`src/ppm_pkg.sv`:
```
package ppm_pkg;

  // ---------------------------------------------------------------------------
  // Special function register addresses.
  // ---------------------------------------------------------------------------
  localparam logic [7:0] ADDR_PORT0_DATA = 8'h80;  // Port 0 data.
  localparam logic [7:0] ADDR_PORT1_DATA = 8'h90;  // Port 1 data.
  localparam logic [7:0] ADDR_PORT2_DATA = 8'hA0;  // Port 2 data.
  localparam logic [7:0] ADDR_PERIPH_LOC = 8'hF1;  // Peripheral location bits.
  localparam logic [7:0] ADDR_ANALOG_EN = 8'hF2;  // Analog-input enables.
  localparam logic [7:0] ADDR_PORT0_SEL = 8'hF3;  // Port 0 function select.
  localparam logic [7:0] ADDR_PORT1_SEL = 8'hF4;  // Port 1 function select.
  localparam logic [7:0] ADDR_PORT2_SEL = 8'hF5;  // Port 1 precedence and port 2 select.
  localparam logic [7:0] ADDR_PORT0_DIR = 8'hFD;  // Port 0 direction.
  localparam logic [7:0] ADDR_PORT1_DIR = 8'hFE;  // Port 1 direction.
  localparam logic [7:0] ADDR_PORT2_DIR = 8'hFF;  // Port 0 precedence and port 2 direction.

  // ---------------------------------------------------------------------------
  // Reset values and writable masks.
  // ---------------------------------------------------------------------------
  localparam logic [7:0] RST_PORT_DATA = 8'hFF;  // Data registers reset high.
  localparam logic [7:0] RST_CFG = 8'h00;  // Configuration registers reset low.
  localparam logic [7:0] MASK_PERIPH_LOC = 8'h73;  // Bits 7 and 3:2 read as zero.
  localparam logic [7:0] MASK_PORT2_SEL = 8'h7F;  // Bit 7 reads as zero.
  localparam logic [7:0] MASK_PORT2_DIR = 8'hDF;  // Bit 5 reads as zero.

  // ---------------------------------------------------------------------------
  // Field positions.
  // ---------------------------------------------------------------------------
  localparam int LOC_SER0 = 0;  // Serial unit 0 location bit.
  localparam int LOC_SER1 = 1;  // Serial unit 1 location bit.
  localparam int LOC_TMR4 = 4;  // Timer 4 location bit.
  localparam int LOC_TMR3 = 5;  // Timer 3 location bit.
  localparam int LOC_TMR1 = 6;  // Timer 1 location bit.
  localparam int PREC1_B0 = 3;  // Serial 0 against timer 1 on port 1.
  localparam int PREC1_B1 = 4;  // Timer 1 against timer 4 on port 1.
  localparam int PREC1_B2 = 5;  // Serial 1 against timer 3 on port 1.
  localparam int PREC1_B3 = 6;  // Serial 0 against serial 1 on port 1.
  localparam int PREC0_LSB = 6;  // Low bit of the port 0 precedence field.

  // ---------------------------------------------------------------------------
  // Pin numbering: port 0 at 0..7, port 1 at 8..15, port 2 at 16..20.
  // ---------------------------------------------------------------------------
  localparam int NUM_PINS = 21;  // Total pins handled.
  localparam int NUM_CAND = 5;  // Arbitrated peripherals.

  // Pin indices, role 3 down to role 0 (cts/ssn, rts/sck, tx/mosi, rx/miso).
  localparam logic [3:0][4:0] SER0_ALT1 = {5'h04, 5'h05, 5'h03, 5'h02};  // Serial 0 first set.
  localparam logic [3:0][4:0] SER0_ALT2 = {5'h0A, 5'h0B, 5'h0D, 5'h0C};  // Serial 0 second set.
  localparam logic [3:0][4:0] SER1_ALT1 = {5'h02, 5'h03, 5'h04, 5'h05};  // Serial 1 first set.
  localparam logic [3:0][4:0] SER1_ALT2 = {5'h0C, 5'h0D, 5'h0E, 5'h0F};  // Serial 1 second set.
  // Timer channels, channel 3 slot unused, then channels 2, 1, 0.
  localparam logic [3:0][4:0] TMR1_ALT1 = {5'h00, 5'h04, 5'h03, 5'h02};  // Timer 1 first set.
  localparam logic [3:0][4:0] TMR1_ALT2 = {5'h00, 5'h08, 5'h09, 5'h0A};  // Timer 1 second set.
  localparam logic [3:0][4:0] TMR3_ALT1 = {5'h00, 5'h00, 5'h0C, 5'h0B};  // Timer 3 first set.
  localparam logic [3:0][4:0] TMR3_ALT2 = {5'h00, 5'h00, 5'h0F, 5'h0E};  // Timer 3 second set.
  localparam logic [3:0][4:0] TMR4_ALT1 = {5'h00, 5'h00, 5'h09, 5'h08};  // Timer 4 first set.
  localparam logic [3:0][4:0] TMR4_ALT2 = {5'h00, 5'h00, 5'h13, 5'h10};  // Timer 4 second set.
  // Audio roles: data out, data in, word select, clock.
  localparam logic [3:0][4:0] AUD_ALT1 = {5'h0E, 5'h0F, 5'h00, 5'h01};  // Audio first set.
  localparam logic [3:0][4:0] AUD_ALT2 = {5'h10, 5'h11, 5'h12, 5'h13};  // Audio second set.
  localparam int PIN_DBG_DATA = 17;  // Debug data pin.
  localparam int PIN_DBG_CLK = 18;  // Debug clock pin.
  localparam int PIN_XTAL_LO = 19;  // First crystal pin.
  localparam int PIN_XTAL_HI = 20;  // Second crystal pin.
  localparam int PIN_RTEST_LO = 13;  // Lowest radio test pin.

  // ---------------------------------------------------------------------------
  // Signal groups.
  // ---------------------------------------------------------------------------
  // Serial unit pins by role, with its no-flow-control asynchronous flag.
  typedef struct packed {
    logic [3:0] out;
    logic [3:0] oe;
    logic uart_noflow;
  } ppm_ser_t;

  // Timer channel pins, up to three channels.
  typedef struct packed {
    logic [2:0] out;
    logic [2:0] oe;
  } ppm_tmr_t;

  // Audio serial pins with its enable and location bit.
  typedef struct packed {
    logic [3:0] out;
    logic [3:0] oe;
    logic audio_serial_enable;
    logic audio_serial_location_bit;
  } ppm_aud_t;

  // Debug interface state.
  typedef struct packed {
    logic active;
    logic dd_drive;
    logic dd_out;
  } ppm_dbg_t;

  // Per-pin claim, value and drive produced by one peripheral.
  typedef struct packed {
    logic [NUM_PINS-1:0] claim;
    logic [NUM_PINS-1:0] out;
    logic [NUM_PINS-1:0] oe;
  } ppm_pinset_t;

endpackage : ppm_pkg

```
`src/ppm_pin_mux.sv`:
```
`timescale 1ns/100ps
`default_nettype none

module ppm_pin_mux (
  input wire logic clk,
  input wire logic sys_rst,
  input wire logic [7:0] sfr_addr,
  input wire logic sfr_we,
  input wire logic sfr_re,
  input wire logic [7:0] sfr_wdata,
  output logic [7:0] sfr_rdata,
  input wire ppm_pkg::ppm_ser_t ser0,
  input wire ppm_pkg::ppm_ser_t ser1,
  input wire ppm_pkg::ppm_tmr_t tmr1,
  input wire ppm_pkg::ppm_tmr_t tmr3,
  input wire ppm_pkg::ppm_tmr_t tmr4,
  input wire ppm_pkg::ppm_aud_t aud,
  input wire ppm_pkg::ppm_dbg_t dbg,
  input wire logic low_freq_osc_select,
  input wire logic [2:0] radio_test_active,
  input wire logic [2:0] radio_test_out,
  input wire logic [20:0] pin_i,
  output logic [20:0] pin_o,
  output logic [20:0] pin_oe_n,
  output logic [20:0] pin_analog,
  output logic [20:0] pin_sync
);
  import ppm_pkg::*;

  // ---------------------------------------------------------------------------
  // Configuration registers.
  // ---------------------------------------------------------------------------
  logic [7:0] port0_data_q;  // Port 0 output data.
  logic [7:0] port1_data_q;  // Port 1 output data.
  logic [7:0] port2_data_q;  // Port 2 output data.
  logic [7:0] periph_loc_q;  // Location bits of the serial units and timers.
  logic [7:0] analog_input_enable_reg_q;  // Port 0 analog enables.
  logic [7:0] port0_function_select_q;  // Port 0 function select.
  logic [7:0] port1_function_select_q;  // Port 1 function select.
  logic [7:0] port2_function_select_q;  // Port 1 precedence and port 2 select.
  logic [7:0] port0_dir_q;  // Port 0 direction, one is output.
  logic [7:0] port1_dir_q;  // Port 1 direction, one is output.
  logic [7:0] port2_dir_q;  // Port 0 precedence and port 2 direction.
  logic [20:0] sync1_q;  // First synchroniser stage.
  logic [7:0] rdata_d;  // Read data selected by address.

  // Writes land on the addressed register; unmapped writes are dropped.
  always_ff @(posedge clk) begin
    if (sys_rst) begin
      port0_data_q <= RST_PORT_DATA;
      port1_data_q <= RST_PORT_DATA;
      port2_data_q <= RST_PORT_DATA;
      periph_loc_q <= RST_CFG;
      analog_input_enable_reg_q <= RST_CFG;
      port0_function_select_q <= RST_CFG;
      port1_function_select_q <= RST_CFG;
      port2_function_select_q <= RST_CFG;
      port0_dir_q <= RST_CFG;
      port1_dir_q <= RST_CFG;
      port2_dir_q <= RST_CFG;
    end else if (sfr_we) begin
      case (sfr_addr)
        ADDR_PORT0_DATA: port0_data_q <= sfr_wdata;
        ADDR_PORT1_DATA: port1_data_q <= sfr_wdata;
        ADDR_PORT2_DATA: port2_data_q <= sfr_wdata;
        ADDR_PERIPH_LOC: periph_loc_q <= sfr_wdata & MASK_PERIPH_LOC;
        ADDR_ANALOG_EN: analog_input_enable_reg_q <= sfr_wdata;
        ADDR_PORT0_SEL: port0_function_select_q <= sfr_wdata;
        ADDR_PORT1_SEL: port1_function_select_q <= sfr_wdata;
        ADDR_PORT2_SEL: port2_function_select_q <= sfr_wdata & MASK_PORT2_SEL;
        ADDR_PORT0_DIR: port0_dir_q <= sfr_wdata;
        ADDR_PORT1_DIR: port1_dir_q <= sfr_wdata;
        ADDR_PORT2_DIR: port2_dir_q <= sfr_wdata & MASK_PORT2_DIR;
        default: begin
        end
      endcase
    end
  end

  // Data addresses read the synchronised pin levels, port 2 bits 7:5 the register; other mapped addresses read the register.
  always_comb begin
    case (sfr_addr)
      ADDR_PORT0_DATA: rdata_d = pin_sync[7:0];
      ADDR_PORT1_DATA: rdata_d = pin_sync[15:8];
      ADDR_PORT2_DATA: rdata_d = {port2_data_q[7:5], pin_sync[20:16]};
      ADDR_PERIPH_LOC: rdata_d = periph_loc_q;
      ADDR_ANALOG_EN: rdata_d = analog_input_enable_reg_q;
      ADDR_PORT0_SEL: rdata_d = port0_function_select_q;
      ADDR_PORT1_SEL: rdata_d = port1_function_select_q;
      ADDR_PORT2_SEL: rdata_d = port2_function_select_q;
      ADDR_PORT0_DIR: rdata_d = port0_dir_q;
      ADDR_PORT1_DIR: rdata_d = port1_dir_q;
      ADDR_PORT2_DIR: rdata_d = port2_dir_q;
      default: rdata_d = 8'h00;
    endcase
  end

  // Read data is captured on a read strobe and held until the next one.
  always_ff @(posedge clk) begin
    if (sys_rst) begin
      sfr_rdata <= 8'h00;
    end else if (sfr_re) begin
      sfr_rdata <= rdata_d;
    end
  end

  // ---------------------------------------------------------------------------
  // Pin input synchroniser.
  // ---------------------------------------------------------------------------
  // Two stages guard against metastability from asynchronous pin levels.
  always_ff @(posedge clk) begin
    if (sys_rst) begin
      sync1_q <= '0;
      pin_sync <= '0;
    end else begin
      sync1_q <= pin_i;
      pin_sync <= sync1_q;
    end
  end

  // ---------------------------------------------------------------------------
  // Placement of peripheral signals onto pins.
  // ---------------------------------------------------------------------------
  // Spreads up to four role signals onto the pins named by the index table.
  function automatic ppm_pinset_t place(input logic [3:0][4:0] idx, input logic [3:0] use_m,
                                        input logic [3:0] out, input logic [3:0] oe);
    ppm_pinset_t r;
    r = '0;
    for (int k = 0; k < 4; k++) begin
      if (use_m[k]) begin
        r.claim[idx[k]] = 1'b1;
        r.out[idx[k]] = out[k];
        r.oe[idx[k]] = oe[k];
      end
    end
    return r;
  endfunction : place

  ppm_pinset_t set_s0;  // Serial unit 0 placement.
  ppm_pinset_t set_s1;  // Serial unit 1 placement.
  ppm_pinset_t set_t1;  // Timer 1 placement.
  ppm_pinset_t set_t3;  // Timer 3 placement.
  ppm_pinset_t set_t4;  // Timer 4 placement.
  ppm_pinset_t set_au;  // Audio serial placement.
  logic [3:0] s0_use;  // Serial 0 roles that claim pins.
  logic [3:0] s1_use;  // Serial 1 roles that claim pins.

  // A flowless asynchronous serial unit leaves its flow-control pins alone.
  assign s0_use = ser0.uart_noflow ? 4'h3 : 4'hF;
  assign s1_use = ser1.uart_noflow ? 4'h3 : 4'hF;

  // Each location bit chooses the first set at zero and the second at one.
  assign set_s0 = place(periph_loc_q[LOC_SER0] ? SER0_ALT2 : SER0_ALT1, s0_use, ser0.out, ser0.oe);
  assign set_s1 = place(periph_loc_q[LOC_SER1] ? SER1_ALT2 : SER1_ALT1, s1_use, ser1.out, ser1.oe);
  assign set_t1 = place(periph_loc_q[LOC_TMR1] ? TMR1_ALT2 : TMR1_ALT1, 4'h7,
                        {1'b0, tmr1.out}, {1'b0, tmr1.oe});
  assign set_t3 = place(periph_loc_q[LOC_TMR3] ? TMR3_ALT2 : TMR3_ALT1, 4'h3,
                        {1'b0, tmr3.out}, {1'b0, tmr3.oe});
  assign set_t4 = place(periph_loc_q[LOC_TMR4] ? TMR4_ALT2 : TMR4_ALT1, 4'h3,
                        {1'b0, tmr4.out}, {1'b0, tmr4.oe});
  assign set_au = place(aud.audio_serial_location_bit ? AUD_ALT2 : AUD_ALT1, {4{aud.audio_serial_enable}},
                        aud.out, aud.oe);

  // ---------------------------------------------------------------------------
  // Precedence between peripherals.
  // ---------------------------------------------------------------------------
  // Candidate order: 0 serial 0, 1 serial 1, 2 timer 1, 3 timer 3, 4 timer 4.
  logic [NUM_CAND-1:0][NUM_CAND-1:0] beat0;  // Port 0: row beats column.
  logic [NUM_CAND-1:0][NUM_CAND-1:0] beat1;  // Port 1 and port 2.
  logic [1:0] port0_precedence_field;  // Port 0 precedence field.

  assign port0_precedence_field = port2_dir_q[PREC0_LSB +: 2];

  // Pairs that no precedence control covers fall back to candidate order.
  always_comb begin
    for (int x = 0; x < NUM_CAND; x++) begin
      for (int y = 0; y < NUM_CAND; y++) begin
        beat0[x][y] = (x < y);
        beat1[x][y] = (x < y);
      end
    end
    case (port0_precedence_field)
      2'b00: begin
        beat0[0][1] = 1'b1;
        beat0[1][0] = 1'b0;
      end
      2'b01: begin
        beat0[1][0] = 1'b1;
        beat0[0][1] = 1'b0;
      end
      2'b10: begin
        beat0[2][1] = 1'b1;
        beat0[1][2] = 1'b0;
      end
      default: begin
        beat0[2][0] = 1'b1;
        beat0[0][2] = 1'b0;
      end
    endcase
    // Serial 0 against serial 1.
    beat1[1][0] = port2_function_select_q[PREC1_B3];
    beat1[0][1] = !port2_function_select_q[PREC1_B3];
    // Serial 1 against timer 3.
    beat1[3][1] = port2_function_select_q[PREC1_B2];
    beat1[1][3] = !port2_function_select_q[PREC1_B2];
    // Timer 1 against timer 4.
    beat1[4][2] = port2_function_select_q[PREC1_B1];
    beat1[2][4] = !port2_function_select_q[PREC1_B1];
    // Serial 0 against timer 1.
    beat1[2][0] = port2_function_select_q[PREC1_B0];
    beat1[0][2] = !port2_function_select_q[PREC1_B0];
  end

  // Picks the first claimer that beats every other claimer; an inconclusive
  // set, which software must avoid, falls back to the first claimer.
  function automatic logic [NUM_CAND-1:0] pick(input logic [NUM_CAND-1:0] c,
                                               input logic [NUM_CAND-1:0][NUM_CAND-1:0] b);
    logic [NUM_CAND-1:0] win;
    logic found;
    logic ok;
    win = '0;
    found = 1'b0;
    for (int x = 0; x < NUM_CAND; x++) begin
      ok = c[x];
      for (int y = 0; y < NUM_CAND; y++) begin
        if (y != x && c[y] && !b[x][y]) begin
          ok = 1'b0;
        end
      end
      if (ok && !found) begin
        win[x] = 1'b1;
        found = 1'b1;
      end
    end
    for (int x = 0; x < NUM_CAND; x++) begin
      if (!found && c[x]) begin
        win[x] = 1'b1;
        found = 1'b1;
      end
    end
    return win;
  endfunction : pick

  // ---------------------------------------------------------------------------
  // Per-pin ownership and drive.
  // ---------------------------------------------------------------------------
  logic [20:0] fsel;  // Function select per pin.
  logic [20:0] gpio_out;  // General I/O data per pin.
  logic [20:0] gpio_dir;  // General I/O direction per pin.
  logic [20:0] analog_en;  // Analog enable per port 0 pin.

  assign fsel = {port2_function_select_q[2:1], 2'b00, port2_function_select_q[0],
                 port1_function_select_q, port0_function_select_q};
  assign gpio_out = {port2_data_q[4:0], port1_data_q, port0_data_q};
  assign gpio_dir = {port2_dir_q[4:0], port1_dir_q, port0_dir_q};
  assign analog_en = {13'h0000, analog_input_enable_reg_q};

  genvar gi;
  generate
    for (gi = 0; gi < NUM_PINS; gi++) begin : g_pin
      logic [NUM_CAND-1:0] claims;  // Peripherals claiming this pin.
      logic [NUM_CAND-1:0] win;  // One-hot winner.
      logic o_d;  // Next pin value.
      logic drv_d;  // Next drive state.
      logic ana_d;  // Next analog state.
      logic xtal;  // Crystal pin in analog mode.
      logic rtest;  // Radio test output owns the pin.
      logic rt_val;  // Radio test value for this pin, zero where none exists.

      assign claims = {set_t4.claim[gi], set_t3.claim[gi], set_t1.claim[gi], set_s1.claim[gi], set_s0.claim[gi]};
      assign win = pick(claims, (gi < 8) ? beat0 : beat1);
      assign xtal = (gi == PIN_XTAL_LO || gi == PIN_XTAL_HI) && !low_freq_osc_select;
      if (gi >= PIN_RTEST_LO && gi < PIN_RTEST_LO + 3) begin : g_rt
        assign rtest = radio_test_active[gi-PIN_RTEST_LO] && !aud.audio_serial_enable;
        assign rt_val = radio_test_out[gi-PIN_RTEST_LO];
      end else begin : g_nrt
        // Pins outside the test range never index the test bus.
        assign rtest = 1'b0;
        assign rt_val = 1'b0;
      end

      // Owner order: analog, debug, audio, radio test, peripheral, general I/O.
      always_comb begin
        o_d = gpio_out[gi];
        drv_d = gpio_dir[gi];
        ana_d = 1'b0;
        if (xtal || analog_en[gi]) begin
          ana_d = 1'b1;
          drv_d = 1'b0;
        end else if (dbg.active && (gi == PIN_DBG_DATA || gi == PIN_DBG_CLK)) begin
          o_d = dbg.dd_out;
          drv_d = (gi == PIN_DBG_DATA) && dbg.dd_drive;
        end else if (set_au.claim[gi]) begin
          o_d = set_au.out[gi];
          drv_d = set_au.oe[gi];
        end else if (rtest) begin
          o_d = rt_val;
          drv_d = 1'b1;
        end else if (fsel[gi] && |claims) begin
          drv_d = 1'b0;
          for (int k = 0; k < NUM_CAND; k++) begin
            if (win[k]) begin
              o_d = (k == 0) ? set_s0.out[gi] : (k == 1) ? set_s1.out[gi] : (k == 2) ? set_t1.out[gi] :
                    (k == 3) ? set_t3.out[gi] : set_t4.out[gi];
              drv_d = (k == 0) ? set_s0.oe[gi] : (k == 1) ? set_s1.oe[gi] : (k == 2) ? set_t1.oe[gi] :
                      (k == 3) ? set_t3.oe[gi] : set_t4.oe[gi];
            end
          end
        end
      end

      // Pin outputs are registered; the enable is low while driving.
      always_ff @(posedge clk) begin
        if (sys_rst) begin
          pin_o[gi] <= 1'b1;
          pin_oe_n[gi] <= 1'b1;
          pin_analog[gi] <= 1'b0;
        end else begin
          pin_o[gi] <= o_d;
          pin_oe_n[gi] <= !drv_d;
          pin_analog[gi] <= ana_d;
        end
      end
    end
  endgenerate

endmodule : ppm_pin_mux

`default_nettype wire

```
`config.mk`:
```
export PLATFORM = sky130hd
export DESIGN_NAME = ppm_pin_mux
export DESIGN_NICKNAME = d
export VERILOG_FILES = /design/src/ppm_pkg.sv /design/src/ppm_pin_mux.sv
export SDC_FILE = /design/constraint.sdc
export NUM_CORES = 1
export LEC_CHECK = 0
export BUFFER_PORTS_ARGS = -buffer_cell sky130_fd_sc_hd__buf_2
export CAP_MARGIN = 40
export CORE_MARGIN = 8
export CORE_UTILIZATION = 45
export CTS_CLUSTER_DIAMETER = 60
export CTS_CLUSTER_SIZE = 8
export DETAILED_ROUTE_END_ITERATION = 6
export PLACE_DENSITY = 0.71
export SYNTH_ARGS = -nofsm -noshare
export SYNTH_HDL_FRONTEND = slang
export SYNTH_SLANG_ARGS = --single-unit
```
`constraint.sdc`:
```
create_clock -name clk -period 1.6 [get_ports clk]
set_input_delay 0.16 -clock clk [delete_from_list [all_inputs] [get_ports clk]]
set_output_delay 0.16 -clock clk [all_outputs]
set_load 0.01 [all_outputs]
```
; Yosys cells after proc, flatten, opt, wreduce, memory -nomap -nowiden
; Index checks and enable logic that the tools add are counted.
[totals]
word_cells = 1718
register_bits = 184
inputBits = 97
[classes]
magnitude_cmp = 38
mux = 997
eq_ne = 13
reduce_logical = 580
bitwise_logic = 25
[op_table]
columns = cell, n
row1 = two-way mux 1 bit, 931
row2 = two-way mux 63 bit, 12
row3 = bitwise mux 21 bit, 26
row4 = logical AND 1 bit, 348
row5 = OR 21 bit, 13
row6 = AND 21 bit, 12
row7 = zero test 1 bit, 200
row8 = demux 1 bit (select 5 bit), 19
row9 = OR reduction 5 bit, 19
row10 = < comparator 5 x 6 -> 1 bit (second input constant), 15
row11 = equality test 8 bit (second input constant), 11
row12 = one-hot mux 8 bit (11 select lines), 1
row13 = greater-or-equal comparator 5 x 1 -> 1 bit (second input constant), 15
row14 = two-way mux 19 bit, 2
row15 = < comparator 4 x 6 -> 1 bit (second input constant), 4
row16 = AND reduction 2 bit, 11
row17 = two-way mux 20 bit, 1
row18 = greater-or-equal comparator 4 x 1 -> 1 bit (second input constant), 4
row19 = two-way mux 14 bit, 1
row20 = two-way mux 10 bit, 1
row21 = two-way mux 4 bit, 2
row22 = two-way mux 7 bit, 1
row23 = OR reduction 3 bit, 1
row24 = equality test 2 x 1 -> 1 bit (second input constant), 1
row25 = other kinds (2), 2

; Depth between registers and ports, before layout
[logic_depth]
ltp_word = 49
depth_mapped = 8
mapped_depth_nobuf = 5

; Worst setup path after synthesis
; No wires, ideal clock.
[synth_path]
kind = register -> register
from = reg periph_loc_q[1]
to = reg pin_o[3]
path_slack_ns = -0.091
arrival_time_ns = 1.550
required_ns = 1.459
path_stages_with_launch = 6
period_less_slack_ns = 1.691
cell_sequence = dfxtp_1 > or2_2 > a311oi_2 > mux2_2 > o2111ai_1 > nand4_1
[synth_between]
elab_chain_len = 47
word_cells_on_any_way = 90
cone_classes = order compare: 8 / mux: 52 / bitwise: 4 / reduce/logical: 26
[synth_lines]
columns = item, line
row1 = start: declaration, ppm_pin_mux.sv:36  ; logic [7:0] periph_loc_q;
row2 = start signal: assignment, ppm_pin_mux.sv:66  ; ADDR_PERIPH_LOC: periph_loc_q <= sfr_wdata & MASK_PERIPH_LOC;
row3 = two-way mux 19 bit *, ppm_pin_mux.sv:154  ; assign set_s1 = place(periph_loc_q[LOC_SER1] ? SER1_ALT2 : SER1_ALT1, s1_use, ser1.out, ser1.oe);
row4 = < comparator 5 x 6 -> 1 bit (not written as such) / greater-or-equal comparator 5 x 1 -> 1 bit (equally long branches), "ppm_pin_mux.sv:131, ppm_pin_mux.sv:132"
row5 = logical AND 1 bit (not written as such), "ppm_pin_mux.sv:131, ppm_pin_mux.sv:132"
row6 = two-way mux 1 bit (not written as such), "ppm_pin_mux.sv:131, ppm_pin_mux.sv:132"
row7 = demux 1 bit (select 5 bit), "ppm_pin_mux.sv:131, ppm_pin_mux.sv:132"
row8 = two-way mux 63 bit, ppm_pin_mux.sv:130  ; if (use_m[k]) begin
row9 = OR 21 bit (no line), --
row10 = two-way mux 63 bit, ppm_pin_mux.sv:130
row11 = [31 not listed], --
row12 = two-way mux 1 bit, ppm_pin_mux.sv:236  ; if (!found && c[x]) begin
row13 = zero test 1 bit, ppm_pin_mux.sv:236
row14 = logical AND 1 bit, ppm_pin_mux.sv:236
row15 = two-way mux 1 bit, ppm_pin_mux.sv:236
row16 = two-way mux 1 bit, ppm_pin_mux.sv:302  ; if (win[k]) begin
row17 = two-way mux 1 bit *, ppm_pin_mux.sv:299  ; end else if (fsel[gi] && |claims) begin
row18 = two-way mux 1 bit *, ppm_pin_mux.sv:293  ; end else if (set_au.claim[gi]) begin
row19 = two-way mux 1 bit *, ppm_pin_mux.sv:287  ; if (xtal || analog_en[gi]) begin
row20 = end signal: indexed assignment, ppm_pin_mux.sv:315  ; pin_o[gi] <= 1'b1;
row21 = end signal: indexed assignment, ppm_pin_mux.sv:319  ; pin_o[gi] <= o_d;
row22 = end: declaration, ppm_pin_mux.sv:23  ; output logic [20:0] pin_o,
; Mark *: on every way between the ends. The rest lies on a longest branch, timed or not.
; A chain may end at the register's enable or synchronous reset.

; Worst setup path after layout
[layout_path]
from = reg port2_dir_q[6]
to = reg pin_oe_n[4]
[layout_between]
elab_chain_len = 39
word_cells_on_any_way = 67
cone_classes = eq/ne: 2 / mux: 35 / reduce/logical: 30
[layout_lines]
columns = item, line
row1 = start: declaration, ppm_pin_mux.sv:43  ; logic [7:0] port2_dir_q;
row2 = start signal: assignment, ppm_pin_mux.sv:73  ; ADDR_PORT2_DIR: port2_dir_q <= sfr_wdata & MASK_PORT2_DIR;
row3 = equality test 2 x 1 -> 1 bit (tied with other cells), ppm_pin_mux.sv:182  ; case (port0_precedence_field)
row4 = OR reduction 3 bit (no line), --
row5 = two-way mux 1 bit, ppm_pin_mux.sv:182
row6 = zero test 1 bit, ppm_pin_mux.sv:226  ; if (y != x && c[y] && !b[x][y]) begin
row7 = logical AND 1 bit, ppm_pin_mux.sv:226
row8 = two-way mux 1 bit, ppm_pin_mux.sv:226
row9 = two-way mux 1 bit, ppm_pin_mux.sv:230  ; if (ok && !found) begin
row10 = zero test 1 bit, ppm_pin_mux.sv:230
row11 = [23 not listed], --
row12 = zero test 1 bit, ppm_pin_mux.sv:236
row13 = logical AND 1 bit, ppm_pin_mux.sv:236
row14 = two-way mux 1 bit, ppm_pin_mux.sv:236
row15 = two-way mux 1 bit *, ppm_pin_mux.sv:302
row16 = two-way mux 1 bit *, ppm_pin_mux.sv:299
row17 = two-way mux 1 bit *, ppm_pin_mux.sv:293
row18 = two-way mux 1 bit *, ppm_pin_mux.sv:287
row19 = zero test 1 bit *, ppm_pin_mux.sv:320  ; pin_oe_n[gi] <= !drv_d;
row20 = end signal: indexed assignment, ppm_pin_mux.sv:320
row21 = end: declaration, ppm_pin_mux.sv:24  ; output logic [20:0] pin_oe_n,
; Marks and branches as above.

==> results.yml <==
outcome:
  status: "finished, violations left"
  violations: "DRC, setup timing"
cts:
  clk_path_buf_depth: 2
  cts_max_level: 4
  cts_tree: "yes"
  clk_pin_slew_ps: 70
  cts_root_buffer: "clkbuf_16"
  cts_buffers: 17
  cts_sinks: 184
  clock_latency_ps: 440
yosys:
  async_reset_ff_share_pct: 0
  yosysMostFrequentCell: "dfxtp_1"
  netlist_area_um2: 8110
  synth_edf_count: 0
  synth_top_cells_by_count: "dfxtp_1 (184), nand2_1 (135), mux2i_1 (67), nor2b_1 (56), a21oi_1 (50)"
  synthCells: 911
  avgSynthCellArea_um2: 8.90
  yosysTopAreaCellShare_pct: 45.4
  synth_flop_cell: "dfxtp_1"
  synth-seq-cells: 184
  synth.distinct_cells: 71
  ys_seq_area_share_pct: 45.4
  synth.area.top_cells: "dfxtp_1 (45%), mux2i_1 (8.3%), nand2_1 (6.2%), nor2b_1 (4.3%), a21oi_1 (3.1%)"
  synth_top_cell_by_area: "dfxtp_1"
  ys_warn_count: 0
critical_path:
  worst_ep_required_time_ps: 1910
  critPathMaxStageDelay_ps: 460
  start_kind: "flop"
  path_max_fanout: 7
  setup.worst_path.class: "reg2reg"
  arrival_ps: 2000
  crit_slowest_cell: "or4_1"
  path_cells: "o22ai_1 > a211o_1 > mux2i_1 > a211oi_2 > or4_1"
  critPathTopFamily: "compound AO/OA/AOI/OAI gates"
  crit_buf_inv: 0
  end_kind: "flop"
timing:
  fin_crit_sh_pct: 106
  rsz0062_at_grt: "true"
  drv_slew: 0
  timing.fmax_mhz: 592
  min_period_ps: 1690
  worst_slack_ps: -89.1
  setup_violations: 3
  finalSetupTns_ps: -183
  slew_headroom_pct: 64.8
  finalHoldViolations: 0
  tightestPinTransition_ps: 526
  skew_ps: 5.66
worst_hold_path:
  worstHoldPathType: "in2reg"
detailed_routing:
  vias: 8218
  drtPass1Iterations: 7
  routedWlPerCell_um: 20.5
  drc: 1
  wirelength_mm: 29.8
  drtAntennaViolNets: 0
  drt-vias-per-instance: 5.67
  drtIter0Drc: 742
floorplan:
  rows: 49
  dieArea_um2: 22600
  initial_core_util_pct: 45.5
  coreArea_um2: 17800
  io_pins: 189
  dieWidth_um: 150
  fp.dieH_um: 150
global_routing:
  grt_pass1_wl_mm: 44.5
  grt_max_degree: 84
  grtUsageMet1_pct: 31.6
  overflow: 0
  use_met3_pct: 6.25
  grt_pass1_vias: 7944
  gr-usage-met2_pct: 41.3
  globalRouteTotalUtil_pct: 25.7
  grt.busiest_layer: "met2"
  antenna_found_initial: 0
final_layout:
  areaGrowthSynthToFinish_pct: 39.5
  diodes: 0
  layout-drive-gt1-share_pct: 34.6
  final_nets: 1304
placed_design:
  hpwl_mm: 22.1
  dpl_worst_slack_ps: -281
  portBuffers: 173
  gp_congestion: 0.946
pwr:
  p_leak_uw: 0.00485
  ir_worst_vdd_v: 0.000781
  p_per_area_nw_per_um2: 850
flow_run:
  cap_violations: 0
## cells by family after synthesis
kind of cell,synth area share (%)
AOI/OAI and AO/OA,16.6
and+or+nand+nor,22.7
other,0.0462
DFF,45.4
buffers and inverters,5.51
muxes,9.79
## layer usage
metal	share of wire, %	up-vias
li1	-	3814
met1	41	3900
met2	46	430
met3	9.0	74
met4	3.9	0
met5	0	-
## area by class of cell
cell class / count / area (um2)
Clock buffer: 18 / 429
Clock inverter: 14 / 130
Multi-Input combinational cell: 644 / 4290
Sequential cell: 184 / 3700
Inverter: 19 / 75.1
Timing Repair Buffer: 341 / 2400
Fill cell: 1541 / 6530
Tap cell: 229 / 287
## worst register-to-register path: stages, from the launching register on
cell      delay, ps
dfxtp_4         410
o22ai_1          90
a211o_1         360
mux2i_1         200
a211oi_2         50
or4_1           460
## cells in the final DEF (no fill, tap or decap), drive strengths merged, types with 5 or more instances in the layout
cell         instances
a31oi                6
nor3                11
dfxtp              184
nor2b               56
buf                310
conb                11
clkinv               5
o21ai               39
a22oi               12
o211ai               5
and3                 9
nand2              136
nand2b              11
mux2                11
nand3               39
a211o               13
a221o                7
nand4                7
nor4                 7
or3                  5
a211oi               6
clkbuf              18
a221oi               6
inv                 27
mux2i               67
a21oi               50
a22o                 7
or2                  6
dlygate4sd3         31
nor2                50
o22ai                5
## worst paths after layout
path	cells after the start	endpoint	slack (ps)	start
max	5	pin_oe_n[4]	-90	port2_dir_q[6]
min	3	pin_o[3]	30	tmr1[4]
max reg2reg	5	pin_oe_n[4]	-90	port2_dir_q[6]
min reg2reg	1	pin_sync[5]	440	sync1_q[5]
## registers in the layout, indices dropped and copies added, names as in the netlist
signal,cells
port0_dir_q,8
port0_function_select_q,8
sync1_q,21
pin_sync,21
pin_analog,9
port1_function_select_q,8
periph_loc_q,5
port2_dir_q,7
port1_data_q,8
pin_oe_n,21
port2_function_select_q,7
pin_o,21
port1_dir_q,8
sfr_rdata,8
analog_input_enable_reg_q,8
port2_data_q,8
port0_data_q,8
## metrics by stage
stage | total power [uW] | std cells | util, % | hold slack, ps | instance area (um2)
4_1_cts | 9600 | 1441 | 61.7 | 1.32 | 11000
5_1_grt | 9900 | 1449 | 63.4 | 37.6 | 11300
3_5_place_dp | 5560 | 1375 | 56.2 | 372 | 10000
2_1_floorplan | 5180 | 921 | - | 232 | 8180
6_report | 9620 | 1449 | 63.4 | 25.9 | 11300
3_3_place_gp | 5560 | 1375 | 56.2 | 368 | 10000
## repair_timing
action	CTS	global route
hold buffers	30	1
pin swaps	9	32
endpoints found under the setup margin	21	24
gates cloned	0	0
setup buffers	4	8
gates resized for setup	31	69
hold endpoints to repair	31	1
## power by group
| part | internal (uW) | switching (uW) |
|---|---|---|
| clock network | 2060 | 2000 |
| registers | 4640 | 26.8 |
| logic | 389 | 500 |
Note: power is estimated with default switching activity, not from simulation.
